[src/logic/lsw_params.svh]
`ifndef LSW_PARAMS_SVH
`define LSW_PARAMS_SVH

// ****************************************************************
// Serial framing
// ****************************************************************
`define LSW_LAST_BIT 3'h7
`define LSW_BIT_CNT_RST 3'h0
`define LSW_WORD_RST 8'h00

// ****************************************************************
// Geometry and frame memory
// ****************************************************************
`define LSW_H_PIXELS 320
`define LSW_V_PIXELS 480
`define LSW_FRAME_BYTES 345600
`define LSW_PIXEL_BITS 18
`define LSW_COLOR_W 6
`define LSW_COORD_W 9
`define LSW_ADDR_W 18

// ****************************************************************
// Address window and memory write commands, synchroniser depth
// ****************************************************************
`define LSW_CMD_COL_SET 8'h2A
`define LSW_CMD_ROW_SET 8'h2B
`define LSW_CMD_MEM_WRITE 8'h2C
`define LSW_ARG_LAST 2'h3
`define LSW_PIX_LAST 2'h2
`define LSW_SYNC_STAGES 2

`endif

[src/logic/lsw_pkg.sv]
`default_nettype none
`include "lsw_params.svh"

package lsw_pkg;

  // Scan direction selection
  typedef struct packed {
    logic row_dec;
    logic col_dec;
    logic row_first;
  } lsw_scan_s;

  // One pixel, six bits per colour
  typedef struct packed {
    logic [`LSW_COLOR_W-1:0] red;
    logic [`LSW_COLOR_W-1:0] green;
    logic [`LSW_COLOR_W-1:0] blue;
  } lsw_pixel_s;

  typedef enum logic [1:0] {MODE_IDLE, MODE_COL, MODE_ROW, MODE_WRITE} lsw_mode_e;

  typedef logic [`LSW_COORD_W-1:0] lsw_coord_t;

  // Whole state of the write port
  typedef struct packed {
    logic sclk_prev;
    logic [7:0] shift;
    logic [2:0] bit_cnt;
    logic [7:0] word;
    logic word_valid;
    logic word_is_cmd;
    lsw_mode_e mode;
    logic [1:0] arg_idx;
    logic [7:0] arg_hi;
    lsw_coord_t col_start;
    lsw_coord_t col_end;
    lsw_coord_t row_start;
    lsw_coord_t row_end;
    lsw_coord_t col;
    lsw_coord_t row;
    logic [`LSW_COLOR_W-1:0] red;
    logic [`LSW_COLOR_W-1:0] green;
    logic fm_we;
    logic [`LSW_ADDR_W-1:0] fm_addr;
    lsw_pixel_s fm_pixel;
    logic backlight;
  } lsw_state_s;

endpackage : lsw_pkg

`default_nettype wire

[src/logic/lsw_write_port.sv]
//Contract
//- Serial traffic is accepted only while chip select is low.
//- Command/data select low marks a command byte, high a data byte.
//- One data bit is captured at each rising serial clock edge while selected.
//- Bits are assembled into 8-bit words before acting on them.
//- First received bit lands in the top bit; host sends MSB first.
//- Data is sampled on the first clock transition after select.
//- Backlight is on while its control input is high.
//- Each pixel is 18 bits: six bits each of red, green, blue.
//- Pixel address steps through rows and columns per scan mode direction.
//- Frame memory holds 345600 bytes of pixel data.
`default_nettype none
`include "lsw_params.svh"

module lsw_write_port
  import lsw_pkg::*;
#(
  parameter int H_PIXELS = `LSW_H_PIXELS,
  parameter int V_PIXELS = `LSW_V_PIXELS
)
(
  input wire logic clock, // 10 MHz system clock
  input wire logic rst_n, // Async reset, active low
  input wire logic chip_select_n, // Serial select pin
  input wire logic command_data_select, // Low command, high data
  input wire logic serial_clock, // Serial clock pin
  input wire logic serial_data, // Serial data pin
  input wire logic backlight_enable, // Backlight control pin
  input wire lsw_scan_s scan_mode, // Scan direction, same domain
  output logic word_valid, // Pulse: word complete
  output logic [7:0] word, // Last received word
  output logic word_is_cmd, // Word was a command
  output logic frame_memory_we, // Pulse: pixel write
  output logic [`LSW_ADDR_W-1:0] frame_memory_addr, // Pixel index
  output lsw_pixel_s frame_memory_pixel, // Pixel colour
  output logic backlight_on // Backlight drive
);

  // ****************************************************************
  // Elaboration checks
  // ****************************************************************
  initial
  begin
    if (H_PIXELS > (1 << `LSW_COORD_W) || V_PIXELS > (1 << `LSW_COORD_W))
      $error("lsw_write_port: geometry exceeds coordinate width");
    if ((H_PIXELS * V_PIXELS * `LSW_PIXEL_BITS) / 8 != `LSW_FRAME_BYTES)
      $error("lsw_write_port: geometry does not match frame memory size");
  end

  // ****************************************************************
  // Pin synchronisers
  // ****************************************************************
  logic cs_n_s;
  logic cmd_data_level;
  logic sclk_s;
  logic sdi_s;
  logic bl_s;

  // All pins share one path so data and clock stay aligned
  lsw_sync #(.W(5)) u_sync (
    .clock(clock),
    .rst_n(rst_n),
    .d({chip_select_n, command_data_select, serial_clock, serial_data, backlight_enable}),
    .q({cs_n_s, cmd_data_level, sclk_s, sdi_s, bl_s})
  );

  // ****************************************************************
  // Helpers
  // ****************************************************************
  // One step toward the far end; wrap flag when the end is passed
  function automatic logic [`LSW_COORD_W:0] step_coord(input lsw_coord_t pos, input lsw_coord_t lo,
                                                        input lsw_coord_t hi, input logic dec);
    logic [`LSW_COORD_W:0] res;
    res = '0;
    if (dec)
      res = (pos == lo) ? {1'b1, hi} : {1'b0, pos - lsw_coord_t'(1)};
    else
      res = (pos == hi) ? {1'b1, lo} : {1'b0, pos + lsw_coord_t'(1)};
    return res;
  endfunction : step_coord

  function automatic logic [`LSW_ADDR_W-1:0] pixel_index(input lsw_coord_t c, input lsw_coord_t r);
    return `LSW_ADDR_W'(int'(r) * H_PIXELS + int'(c));
  endfunction : pixel_index

  // ****************************************************************
  // Receiver and pixel writer
  // ****************************************************************
  lsw_state_s state_r;
  lsw_state_s state_nxt;
  logic sclk_rise;
  logic [7:0] rx_byte;

  // Idle-low clock makes the first transition a rising edge
  assign sclk_rise = sclk_s & ~state_r.sclk_prev;
  assign rx_byte = {state_r.shift[6:0], sdi_s};

  always_comb
  begin
    logic [`LSW_COORD_W:0] cstep;
    logic [`LSW_COORD_W:0] rstep;
    cstep = step_coord(state_r.col, state_r.col_start, state_r.col_end, scan_mode.col_dec);
    rstep = step_coord(state_r.row, state_r.row_start, state_r.row_end, scan_mode.row_dec);
    state_nxt = state_r;
    state_nxt.sclk_prev = sclk_s;
    state_nxt.word_valid = 1'b0;
    state_nxt.fm_we = 1'b0;
    state_nxt.backlight = bl_s;
    if (cs_n_s)
    begin
      // Deselect aborts a partial word
      state_nxt.bit_cnt = `LSW_BIT_CNT_RST;
    end
    else if (sclk_rise)
    begin
      state_nxt.shift = rx_byte;
      state_nxt.bit_cnt = state_r.bit_cnt + 3'h1;
      if (state_r.bit_cnt == `LSW_LAST_BIT)
      begin
        state_nxt.word = rx_byte;
        state_nxt.word_valid = 1'b1;
        state_nxt.word_is_cmd = ~cmd_data_level;
        if (!cmd_data_level)
        begin
          state_nxt.arg_idx = 2'h0;
          unique case (rx_byte)
            `LSW_CMD_COL_SET: state_nxt.mode = MODE_COL;
            `LSW_CMD_ROW_SET: state_nxt.mode = MODE_ROW;
            `LSW_CMD_MEM_WRITE:
            begin
              // Writing starts at the window corner already set
              state_nxt.mode = MODE_WRITE;
              state_nxt.col = scan_mode.col_dec ? state_r.col_end : state_r.col_start;
              state_nxt.row = scan_mode.row_dec ? state_r.row_end : state_r.row_start;
            end
            default: state_nxt.mode = MODE_IDLE;
          endcase
        end
        else
        begin
          unique case (state_r.mode)
            MODE_IDLE:
            begin
              state_nxt.arg_idx = state_r.arg_idx;
            end
            MODE_COL, MODE_ROW:
            begin
              // Big-endian start then end; extra bytes are ignored
              state_nxt.arg_idx = state_r.arg_idx + 2'h1;
              state_nxt.arg_hi = rx_byte;
              if (state_r.arg_idx[0])
              begin
                if (state_r.mode == MODE_COL && !state_r.arg_idx[1])
                  state_nxt.col_start = lsw_coord_t'({state_r.arg_hi, rx_byte});
                if (state_r.mode == MODE_COL && state_r.arg_idx[1])
                  state_nxt.col_end = lsw_coord_t'({state_r.arg_hi, rx_byte});
                if (state_r.mode == MODE_ROW && !state_r.arg_idx[1])
                  state_nxt.row_start = lsw_coord_t'({state_r.arg_hi, rx_byte});
                if (state_r.mode == MODE_ROW && state_r.arg_idx[1])
                  state_nxt.row_end = lsw_coord_t'({state_r.arg_hi, rx_byte});
              end
              if (state_r.arg_idx == `LSW_ARG_LAST)
                state_nxt.mode = MODE_IDLE;
            end
            MODE_WRITE:
            begin
              // Colour in the top six bits of each of three bytes
              state_nxt.arg_idx = state_r.arg_idx + 2'h1;
              if (state_r.arg_idx == 2'h0)
                state_nxt.red = rx_byte[7:2];
              if (state_r.arg_idx == 2'h1)
                state_nxt.green = rx_byte[7:2];
              if (state_r.arg_idx == `LSW_PIX_LAST)
              begin
                state_nxt.arg_idx = 2'h0;
                state_nxt.fm_we = 1'b1;
                state_nxt.fm_addr = pixel_index(state_r.col, state_r.row);
                state_nxt.fm_pixel = '{red: state_r.red, green: state_r.green, blue: rx_byte[7:2]};
                // Fast axis steps each pixel, slow axis on wrap
                if (scan_mode.row_first)
                begin
                  state_nxt.row = rstep[`LSW_COORD_W-1:0];
                  if (rstep[`LSW_COORD_W])
                    state_nxt.col = cstep[`LSW_COORD_W-1:0];
                end
                else
                begin
                  state_nxt.col = cstep[`LSW_COORD_W-1:0];
                  if (cstep[`LSW_COORD_W])
                    state_nxt.row = rstep[`LSW_COORD_W-1:0];
                end
              end
            end
          endcase
        end
      end
    end
  end

  // Window resets to the full screen
  always_ff @(posedge clock or negedge rst_n)
  begin
    if (!rst_n)
    begin
      state_r <= '0;
      state_r.col_end <= lsw_coord_t'(H_PIXELS - 1);
      state_r.row_end <= lsw_coord_t'(V_PIXELS - 1);
      state_r.word <= `LSW_WORD_RST;
    end
    else
      state_r <= state_nxt;
  end

  assign word_valid = state_r.word_valid;
  assign word = state_r.word;
  assign word_is_cmd = state_r.word_is_cmd;
  assign frame_memory_we = state_r.fm_we;
  assign frame_memory_addr = state_r.fm_addr;
  assign frame_memory_pixel = state_r.fm_pixel;
  assign backlight_on = state_r.backlight;

  // ****************************************************************
  // Assertions
  // ****************************************************************
  property p_desel_clear;
    @(posedge clock) disable iff (!rst_n) cs_n_s |=> state_r.bit_cnt == 3'h0 && !state_r.word_valid;
  endproperty
  a_desel_clear: assert property (p_desel_clear) else $error("bit counter not cleared on deselect");

  property p_idle_hold;
    @(posedge clock) disable iff (!rst_n) cs_n_s |=> $stable(state_r.shift);
  endproperty
  a_idle_hold: assert property (p_idle_hold) else $error("shift moved while deselected");

  property p_one_bit;
    @(posedge clock) disable iff (!rst_n)
      !cs_n_s && sclk_rise |=> state_r.bit_cnt == $past(state_r.bit_cnt) + 3'h1 && state_r.shift[0] == $past(sdi_s);
  endproperty
  a_one_bit: assert property (p_one_bit) else $error("edge did not take exactly one bit");

  property p_word_done;
    @(posedge clock) disable iff (!rst_n)
      !cs_n_s && sclk_rise && state_r.bit_cnt == 3'h7 |=> word_valid ##1 !word_valid;
  endproperty
  a_word_done: assert property (p_word_done) else $error("eighth bit gave no single word pulse");

  property p_msb_first;
    @(posedge clock) disable iff (!rst_n) $rose(word_valid) |-> word[7:1] == $past(state_r.shift[6:0]);
  endproperty
  a_msb_first: assert property (p_msb_first) else $error("earlier bits not in top positions");

  property p_classify;
    @(posedge clock) disable iff (!rst_n)
      !cs_n_s && sclk_rise && state_r.bit_cnt == 3'h7 |=> word_is_cmd == !$past(cmd_data_level);
  endproperty
  a_classify: assert property (p_classify) else $error("word class does not follow select level");

  property p_backlight;
    @(posedge clock) disable iff (!rst_n) ##1 backlight_on == $past(bl_s);
  endproperty
  a_backlight: assert property (p_backlight) else $error("backlight does not follow control");

  property p_pixel;
    @(posedge clock) disable iff (!rst_n)
      frame_memory_we |-> !word_is_cmd && frame_memory_pixel.blue == word[7:2]
                         && frame_memory_addr < `LSW_ADDR_W'(H_PIXELS * V_PIXELS);
  endproperty
  a_pixel: assert property (p_pixel) else $error("pixel write malformed or out of range");

  property p_step;
    @(posedge clock) disable iff (!rst_n)
      frame_memory_we && !scan_mode.row_first && !scan_mode.col_dec && $past(state_r.col) != state_r.col_end
      |-> state_r.col == $past(state_r.col) + lsw_coord_t'(1);
  endproperty
  a_step: assert property (p_step) else $error("column did not advance after pixel");

endmodule : lsw_write_port

`default_nettype wire

[src/logic/lsw_sync.sv]
`default_nettype none
`include "lsw_params.svh"

module lsw_sync
  import lsw_pkg::*;
#(
  parameter int W = 4
)
(
  input wire logic clock, // System clock
  input wire logic rst_n, // Async reset
  input wire logic [W-1:0] d, // Asynchronous pin levels
  output logic [W-1:0] q // Synchronised levels
);

  logic [`LSW_SYNC_STAGES-1:0][W-1:0] sync_r;
  logic [`LSW_SYNC_STAGES-1:0][W-1:0] sync_nxt;

  initial
  begin
    if (W < 1) $error("lsw_sync: width must be at least one");
  end

  // Only the second stage is seen outside, against metastability
  always_comb
  begin
    sync_nxt = {sync_r[0], d};
  end

  always_ff @(posedge clock or negedge rst_n)
  begin
    if (!rst_n)
      sync_r <= '0;
    else
      sync_r <= sync_nxt;
  end

  assign q = sync_r[1];

endmodule : lsw_sync

`default_nettype wire

[config.mk]
export PLATFORM = sky130hd
export DESIGN_NAME = lsw_write_port
export DESIGN_NICKNAME = d
export VERILOG_FILES = /design/src/logic/lsw_pkg.sv /design/src/logic/lsw_write_port.sv /design/src/logic/lsw_sync.sv
export VERILOG_INCLUDE_DIRS = /design/src /design/src/logic
export SDC_FILE = /design/constraint.sdc
export NUM_CORES = 1
export LEC_CHECK = 0
export ABC_AREA = 1
export BUFFER_PORTS_ARGS = -buffer_cell sky130_fd_sc_hd__clkbuf_2
export CORE_ASPECT_RATIO = 2
export CORE_UTILIZATION = 25
export CTS_BUF_LIST = sky130_fd_sc_hd__clkbuf_8 sky130_fd_sc_hd__clkbuf_16
export CTS_CLUSTER_SIZE = 28
export DETAILED_ROUTE_END_ITERATION = 6
export REMOVE_ABC_BUFFERS = 1
export SLEW_MARGIN = 25
export SYNTH_ARGS = -nofsm -noshare
export SYNTH_HDL_FRONTEND = slang
export SYNTH_HIERARCHICAL = 1
export SYNTH_SLANG_ARGS = --single-unit
[constraint.sdc]
create_clock -name clock -period 2.35 [get_ports clock]
set_clock_uncertainty 0.05 [all_clocks]
set_input_delay 0.235 -clock clock [delete_from_list [all_inputs] [get_ports clock]]
set_output_delay 0.235 -clock clock [all_outputs]
set_load 0.005 [all_outputs]
* Word level (Yosys, flattened, before mapping)
Cells that the tools add are included.
** Word-level totals
- Input port bits :: 10
- Bits in registers :: 147
** Cells by class
- $mul :: 1
- Mux-type cells :: 36
- Bitwise gates (word level) :: 4
- Equal/unequal tests :: 21
- Reductions and logical operators :: 24
- Add/subtract/negate cells :: 7
** Operators by type and width (count)
- two-way mux 128 bit :: 1
- two-way mux 125 bit :: 1
- two-way mux 117 bit :: 1
- two-way mux 44 bit :: 2
- two-way mux 18 bit :: 4
- two-way mux 9 bit :: 8
- two-way mux 67 bit :: 1
- two-way mux 10 bit :: 6
- two-way mux 49 bit :: 1
- AND reduction 7 bit :: 6
- two-way mux 37 bit :: 1
- == test 9 bit :: 4
- two-way mux 36 bit :: 1
- == test 8 x 6 -> 1 bit, second input constant :: 3
- adder 18 x 9 -> 18 bit :: 1
- adder 9 x 1 -> 9 bit, second input constant :: 2
- AND reduction 6 bit :: 3
- subtractor 9 x 1 -> 9 bit, second input constant :: 2
- multiplier 9 x 3 -> 12 bit, second input constant :: 1
- two-way mux 6 bit :: 2
- != test 2 bit, second input constant :: 5
- AND reduction 5 bit :: 2
- == test 2 bit, second input constant :: 4
- two-way mux 2 bit :: 3
- other kinds (19) :: 28

* Longest topological paths before layout
Gate-level depths: netlist of run 1.
- Word-level depth :: 11
- Depth in mapped cells :: 16
- Mapped depth without buffers :: 16

* By module
Netlist of run 1, hierarchy kept.
** By module, submodules not included
- lsw_write_port :: seq. area each 3271.9 um^2, area each 8236.6 um^2, times used 1, cells an instance 1105
- lsw_sync :: seq. area each 250.2 um^2, area each 250.2 um^2, times used 1, cells an instance 10

* Worst setup path before layout of run 1
No wires, ideal clock.
- Path type :: register to register
- From :: register state_r[51] (netlist bit)
- To :: register state_r (netlist bit frame_memory_addr[16])
- Setup time :: 117 ps
- Arrival :: 2198 ps
- Setup slack :: -15 ps
- Path buffers :: 0
- Cell stages (with the launch flop) :: 13
- Cells stage by stage :: dfrtp_1 > ha_1 > ha_1 > inv_1 > fa_1 > xnor2_1 > nand2_1 > nor2_1 > nand2_1 > nor2_1 > nand4_1 > nand3_1 > nand2_1
** On the way
- Cells in the longest elaborated chain, start to end :: 2
** RTL lines
- start: declaration :: RTL line lsw_write_port.sv:89 : lsw_state_s state_r;
- start signal: assignment :: RTL line lsw_write_port.sv:211 : state_r <= state_nxt;
- multiplier 9 x 3 -> 12 bit :: RTL line lsw_write_port.sv:83 : return `LSW_ADDR_W'(int'(r) * H_PIXELS + int'(c));
- adder 18 x 9 -> 18 bit :: RTL line lsw_write_port.sv:83
No other way between the ends.
A chain may end at the register's enable or synchronous reset.

* Final worst setup path of run 1
- From :: register state_r[53] (netlist bit)
- To :: register state_r (netlist bit frame_memory_addr[15])
Same word-level chain as after synthesis.

==> results of run 1 <==
-- per-stage QoR --
step	cell area [um2]	setup TNS [ns]	total power, mW	cells	util
5_1_grt	10200	-0.415	5.83	1630	0.304
3_3_place_gp	9300	-0.296	2.87	1585	0.277
4_1_cts	10100	0	5.69	1626	0.300
6_report	10200	0	5.61	1630	0.304
3_5_place_dp	9300	-0.408	2.88	1585	0.277
2_1_floorplan	7930	-0.0791	2.65	1025	-
-- flip-flops by register name, indices dropped and copies added, names as in the netlist --
| register | cells |
|---|---|
| backlight_on | 1 |
| word_valid | 1 |
| u_sync/q | 5 |
| frame_memory_pixel | 18 |
| u_sync/sync_nxt | 5 |
| frame_memory_addr | 18 |
| word_is_cmd | 1 |
| rx_byte | 7 |
| frame_memory_we | 1 |
| state_r | 75 |
| word | 8 |
-- repair_timing --
action                                  CTS  global route
hold buffers                              6             0
endpoints found under the setup margin    4             6
pin swaps                                 8            17
hold endpoints to repair                 46             0
gates resized for setup                  11            25
setup buffers                             3             4
-- power groups by stage --
stage	logic, mW	registers [mW]	clock network, mW
3_5_place_dp	0.362	2.51	0
3_3_place_gp	0.358	2.51	0
5_1_grt	0.399	2.47	2.95
4_1_cts	0.371	2.47	2.85
2_1_floorplan	0.131	2.51	0
6_report	0.359	2.47	2.79
-- metal layers --
layer | track usage | vias up
met4 | 0.0851 | 2
met5 | 0 | -
met3 | 0.0258 | 63
met2 | 0.286 | 159
met1 | 0.131 | 3489
li1 | - | 3680
-- area by class of cell --
class / count / share of cell area
well taps: 436 / 0.0535
clock buffers: 18 / 0.0430
clock inverters: 14 / 0.0168
flip-flops and latches: 140 / 0.345
inverters: 104 / 0.0386
repair buffers: 137 / 0.0917
multi-input cells: 781 / 0.411
-- synthesized netlist by cell type, drive strengths merged --
master,instances,area [um2]
xnor2,24,210
nand4,13,81.3
nand2,306,1180
a22o,2,17.5
o21a,1,7.51
clkinv,2,7.51
a31oi,2,12.5
a211oi,2,15.0
nor4,2,27.5
nor3,17,96.4
clkbuf,19,71.3
nand3,115,608
a21oi,37,185
dfrtp,125,3130
o21ai,96,480
ha,27,338
o31ai,1,7.51
inv,102,383
dfstp,15,394
fa,2,40.0
xor2,20,175
nor2,106,470
or2,2,15.0
buf,71,483
nand3b,6,48.8
-- worst max-delay path by stage --
stage                     start                     to  depth (start not counted)
floorplan           state_r[53]  frame_memory_addr[16]                         12
global placement    state_r[51]  frame_memory_addr[16]                         12
detailed placement  state_r[51]  frame_memory_addr[16]                         12
CTS                 state_r[51]  frame_memory_addr[16]                         12
global route        state_r[53]  frame_memory_addr[15]                         12
finish              state_r[53]  frame_memory_addr[15]                         12
-- kinds of logic after synthesis --
kind of cell	Yosys count
flip-flops	140
AO/OA/AOI/OAI	141
buffers and inverters	194
XOR/XNOR	44
AND/OR/NAND/NOR	567
adder cells (fa/ha/maj)	29
==> results.cfg, run 1 <==
[cells_and_area]
fin_nets = 1220
fillCellCount = 3597
final_common_cell = nand2_1
syn2layout_area_growth_pct = 20.2
drive_above_1_share = 0.202
multi_input_area_um2 = 4190
n_antenna_cell = 0
final_cell_mix = nand2_1, dfrtp_1, nand3_1
seq_area_um2 = 3520

[drt]
drc = 0
dr_wl_met2_um = 13800
vias = 7393
highest_layer = met5
viasPerCell = 4.54
first_pass_iters = 4
wire_per_inst_um = 14.7
met3_length_um = 692
wl_um = 23900
first_iter_violations = 324
ant_nets = 0
met1Wirelength_um = 8360

[sta]
finalHoldViolCount = 0
max-slew-margin-rel = 0.621
holdWs_ns = 0.275
final.period_utilization = 0.998
setup_violations = 0
fin_ws_ns = 0.00416
rsz0062_at_grt = yes
worstMarginPinSlew_ns = 0.568
drv_slew = 0
period_needed_ns = 2.35
fmaxAchievable_ghz = 0.426

[power]
combPwrFrac = 0.064
swShare = 0.271
vdd_drop_max_uv = 442
leakage_nw = 4.90
p_switching_mw = 1.52
p_int_mw = 4.09
pwr-share-clk = 0.496
p_seq_frac = 0.440
powerDensity_nw_per_um2 = 550

[logic_synthesis]
synth_compound_area_frac = 0.0855
ys_types = 41
ys_seq_area_frac = 0.415
ys_ff_latch = 140
synthSimpleGateAreaFrac = 0.298
synth_fa_ha_area_frac = 0.0445
avgSynthCellArea_um2 = 7.61
synth_xor_area_frac = 0.0454
syn_area_um2 = 8490
yosys_warnings = 6
synth_top_family_by_area = simple AND/OR/NAND/NOR gates
syn_inst = 1115
synthMuxAreaShare = 0

[clock_network]
cts_tree = yes
cts_made_buffers = 17
clock_sinks = 140
clk_pin_slew_ns = 0.07
cts_max_path_buffers = 2
clk_latency_ns = 0.44
clock_tree.root_cell = clkbuf_16
htreeDepth = 4

[critical_path]
reg2reg_from = state_r[53]
cp-start-kind = flop
endpoint_kind = flop
r2r_setup_slack_ns = 0.004
path_buf_inv = 1
cp.arrival_ns = 2.63
crit_path_max_incr_delay_ns = 0.38
crit_type = flop to flop
reg2reg_to = frame_memory_addr[15]
reg2regPathDepth = 12
path_cells = ha_1 -> ha_2 -> inv_2 -> fa_2 -> xnor2_2 -> nand2_2 -> nor2_4 -> nand3_4 -> nor2_4 -> nand2_1 -> nand3_1 -> nand2_1
cp_data_required_time_ns = 2.63
critPathTopFamily = adder cells
critPathSlowestCell = dfrtp_1
critPathMaxFanout = 3

[global_route]
grt_start_max_net_pins = 59
track_usage = 0.143
grt_pass1_vias = 7470
grt_pass1_wl_um = 38700
grt_overflow_total = 0
antenna_found_initial = 1

[floorplan]
die_area_um2 = 34700
row_count = 95
core-area_um2 = 33500
io_pins = 58
die_h_um = 263
fp.dieW_um = 132
start_util = 0.253

[placement]
dp_worst_setup_slack_ns = -0.128
gp_congestion = 0.904
port_buffers = 57
dp_hpwl_um = 18200

[run_status]
status = completed

[job]
max-cap-violations = 0

[worst_hold_path]
hold_path.class = primary input to async pin
No activity file was read; power rests on OpenSTA's default activity.
==> inputs of run 2 (changes only) <==
Clock period 2.35 ns to 2.8 ns, I/O delays scaled along.
==> run 2 against run 1 <==
- cell area shrank 4.7%
- worst setup slack gained 0.32 ns
- die area is the same
- hold slack gained 0.024 ns
- first-iteration DRC count shrank 13%
- largest cell class unchanged
- critical path type unchanged
- sequential cell count is the same
==> results.cfg, run 2 (synthesis results as in run 1) <==
[clock_network]
clock_tree.root_cell = clkbuf_16
post_cts_resized = 0
hold_buffers = 6
cts_max_path_buffers = 2
cts_tree = yes
clk_latency_ns = 0.44
clk_pin_slew_ns = 0.07
post_cts_buffers = 0
clock_sinks = 140
cts_made_buffers = 17
htreeDepth = 4

[worst_hold_path]
hold_path.class = primary input to async pin

[cells_and_area]
postLayoutCoreUtil = 0.290
n_antenna_cell = 0
largest_reg_flops = 75
fin_area_um2 = 9720
syn2layout_area_growth_pct = 14.5
fin_nets = 1182
final_common_cell = nand2_1
final_cell_mix = nand2_1, dfrtp_1, nand3_1
drive_above_1_share = 0.151
fin_cells = 1592
regMostFlops = state_r

[floorplan]
row_count = 95
core-area_um2 = 33500
die_h_um = 263
fp.dieW_um = 132
start_util = 0.253
io_pins = 58
die_area_um2 = 34700

[power]
powerDensity_nw_per_um2 = 488
vdd_drop_max_uv = 357
finalPower_mw = 4.74
leakage_nw = 4.74

[critical_path]
cp-start-kind = flop
r2r_setup_slack_ns = 0.32
reg2reg_from = state_r[50]
reg2reg_to = frame_memory_addr[17]
cp_data_required_time_ns = 3.14
endpoint_kind = flop
cp.arrival_ns = 2.81
crit_type = flop to flop
critPathMaxFanout = 8
reg2regPathDepth = 13

[global_route]
antenna_found_initial = 1
grt_pass1_vias = 7280
grt_start_max_net_pins = 53
grt_pass1_wl_um = 38100
track_usage = 0.142
grt_overflow_total = 0

[sta]
drv_slew = 0
holdWs_ns = 0.299
fmaxAchievable_ghz = 0.403
final.period_utilization = 0.885
setup_violations = 0
worstMarginPinSlew_ns = 0.688
finalHoldViolCount = 0
fin_tns_setup_ns = 0
period_needed_ns = 2.48
rsz0062_at_grt = no
fin_ws_ns = 0.321
max-slew-margin-rel = 0.539

[drt]
first_iter_violations = 282
vias = 7257
drc = 0
viasPerCell = 4.56
ant_nets = 0
first_pass_iters = 5
wire_per_inst_um = 14.8
wl_um = 23600

[placement]
dp_hpwl_um = 18100
postPlaceCellArea_um2 = 9040
dpl.cell_count = 1554
port_buffers = 57
dp_worst_setup_slack_ns = 0.316
gp_congestion = 0.885

[run_status]
status = completed

[job]
max-cap-violations = 0
-- run 2: metal layers --
layer  vias up  wire length, um  part of all wire  GRT usage
met4         2             1280             0.054     0.0920
met5         -               12           0.00051          0
met1      3401             8170              0.35      0.129
met2       191            13400              0.57      0.279
li1       3588                -                 -          -
met3        75              801             0.034     0.0264
-- run 2: final cells by class --
type / count / area (um2)
Timing Repair Buffer: 99 / 622
Sequential cell: 140 / 3520
Fill cell: 3648 / 23800
Clock buffer: 17 / 425
Inverter: 104 / 390
Clock inverter: 15 / 194
Tap cell: 436 / 546
Multi-Input combinational cell: 781 / 4020
-- run 2: report_power, final --
part,internal [mW],total [mW],switching [mW]
clock network,1.29,2.38,1.09
registers,2.05,2.07,0.0192
logic,0.0698,0.289,0.219
-- run 2: how the worst max path moves through the flow --
| stage | from | end | cells past startpoint |
|---|---|---|---|
| after floorplan | state_r[53] | frame_memory_addr[16] | 12 |
| after global placement | state_r[53] | frame_memory_addr[16] | 11 |
| after detailed placement | state_r[53] | frame_memory_addr[16] | 11 |
| after CTS | state_r[53] | frame_memory_addr[16] | 11 |
| after global routing | state_r[53] | frame_memory_addr[16] | 12 |
| final | state_r[50] | frame_memory_addr[17] | 13 |
-- run 2: critical path, stage by stage (launching register included) --
cell and delay (ns):
dfrtp_1 0.49, ha_1 0.20, ha_1 0.16, inv_1 0.05, fa_1 0.39, xnor2_1 0.21
nand2_1 0.10, nor2_1 0.20, nand3_1 0.17, nor2_1 0.16, nand3_1 0.09, nand2_1 0.06
nand2_1 0.05, nand2_1 0.06
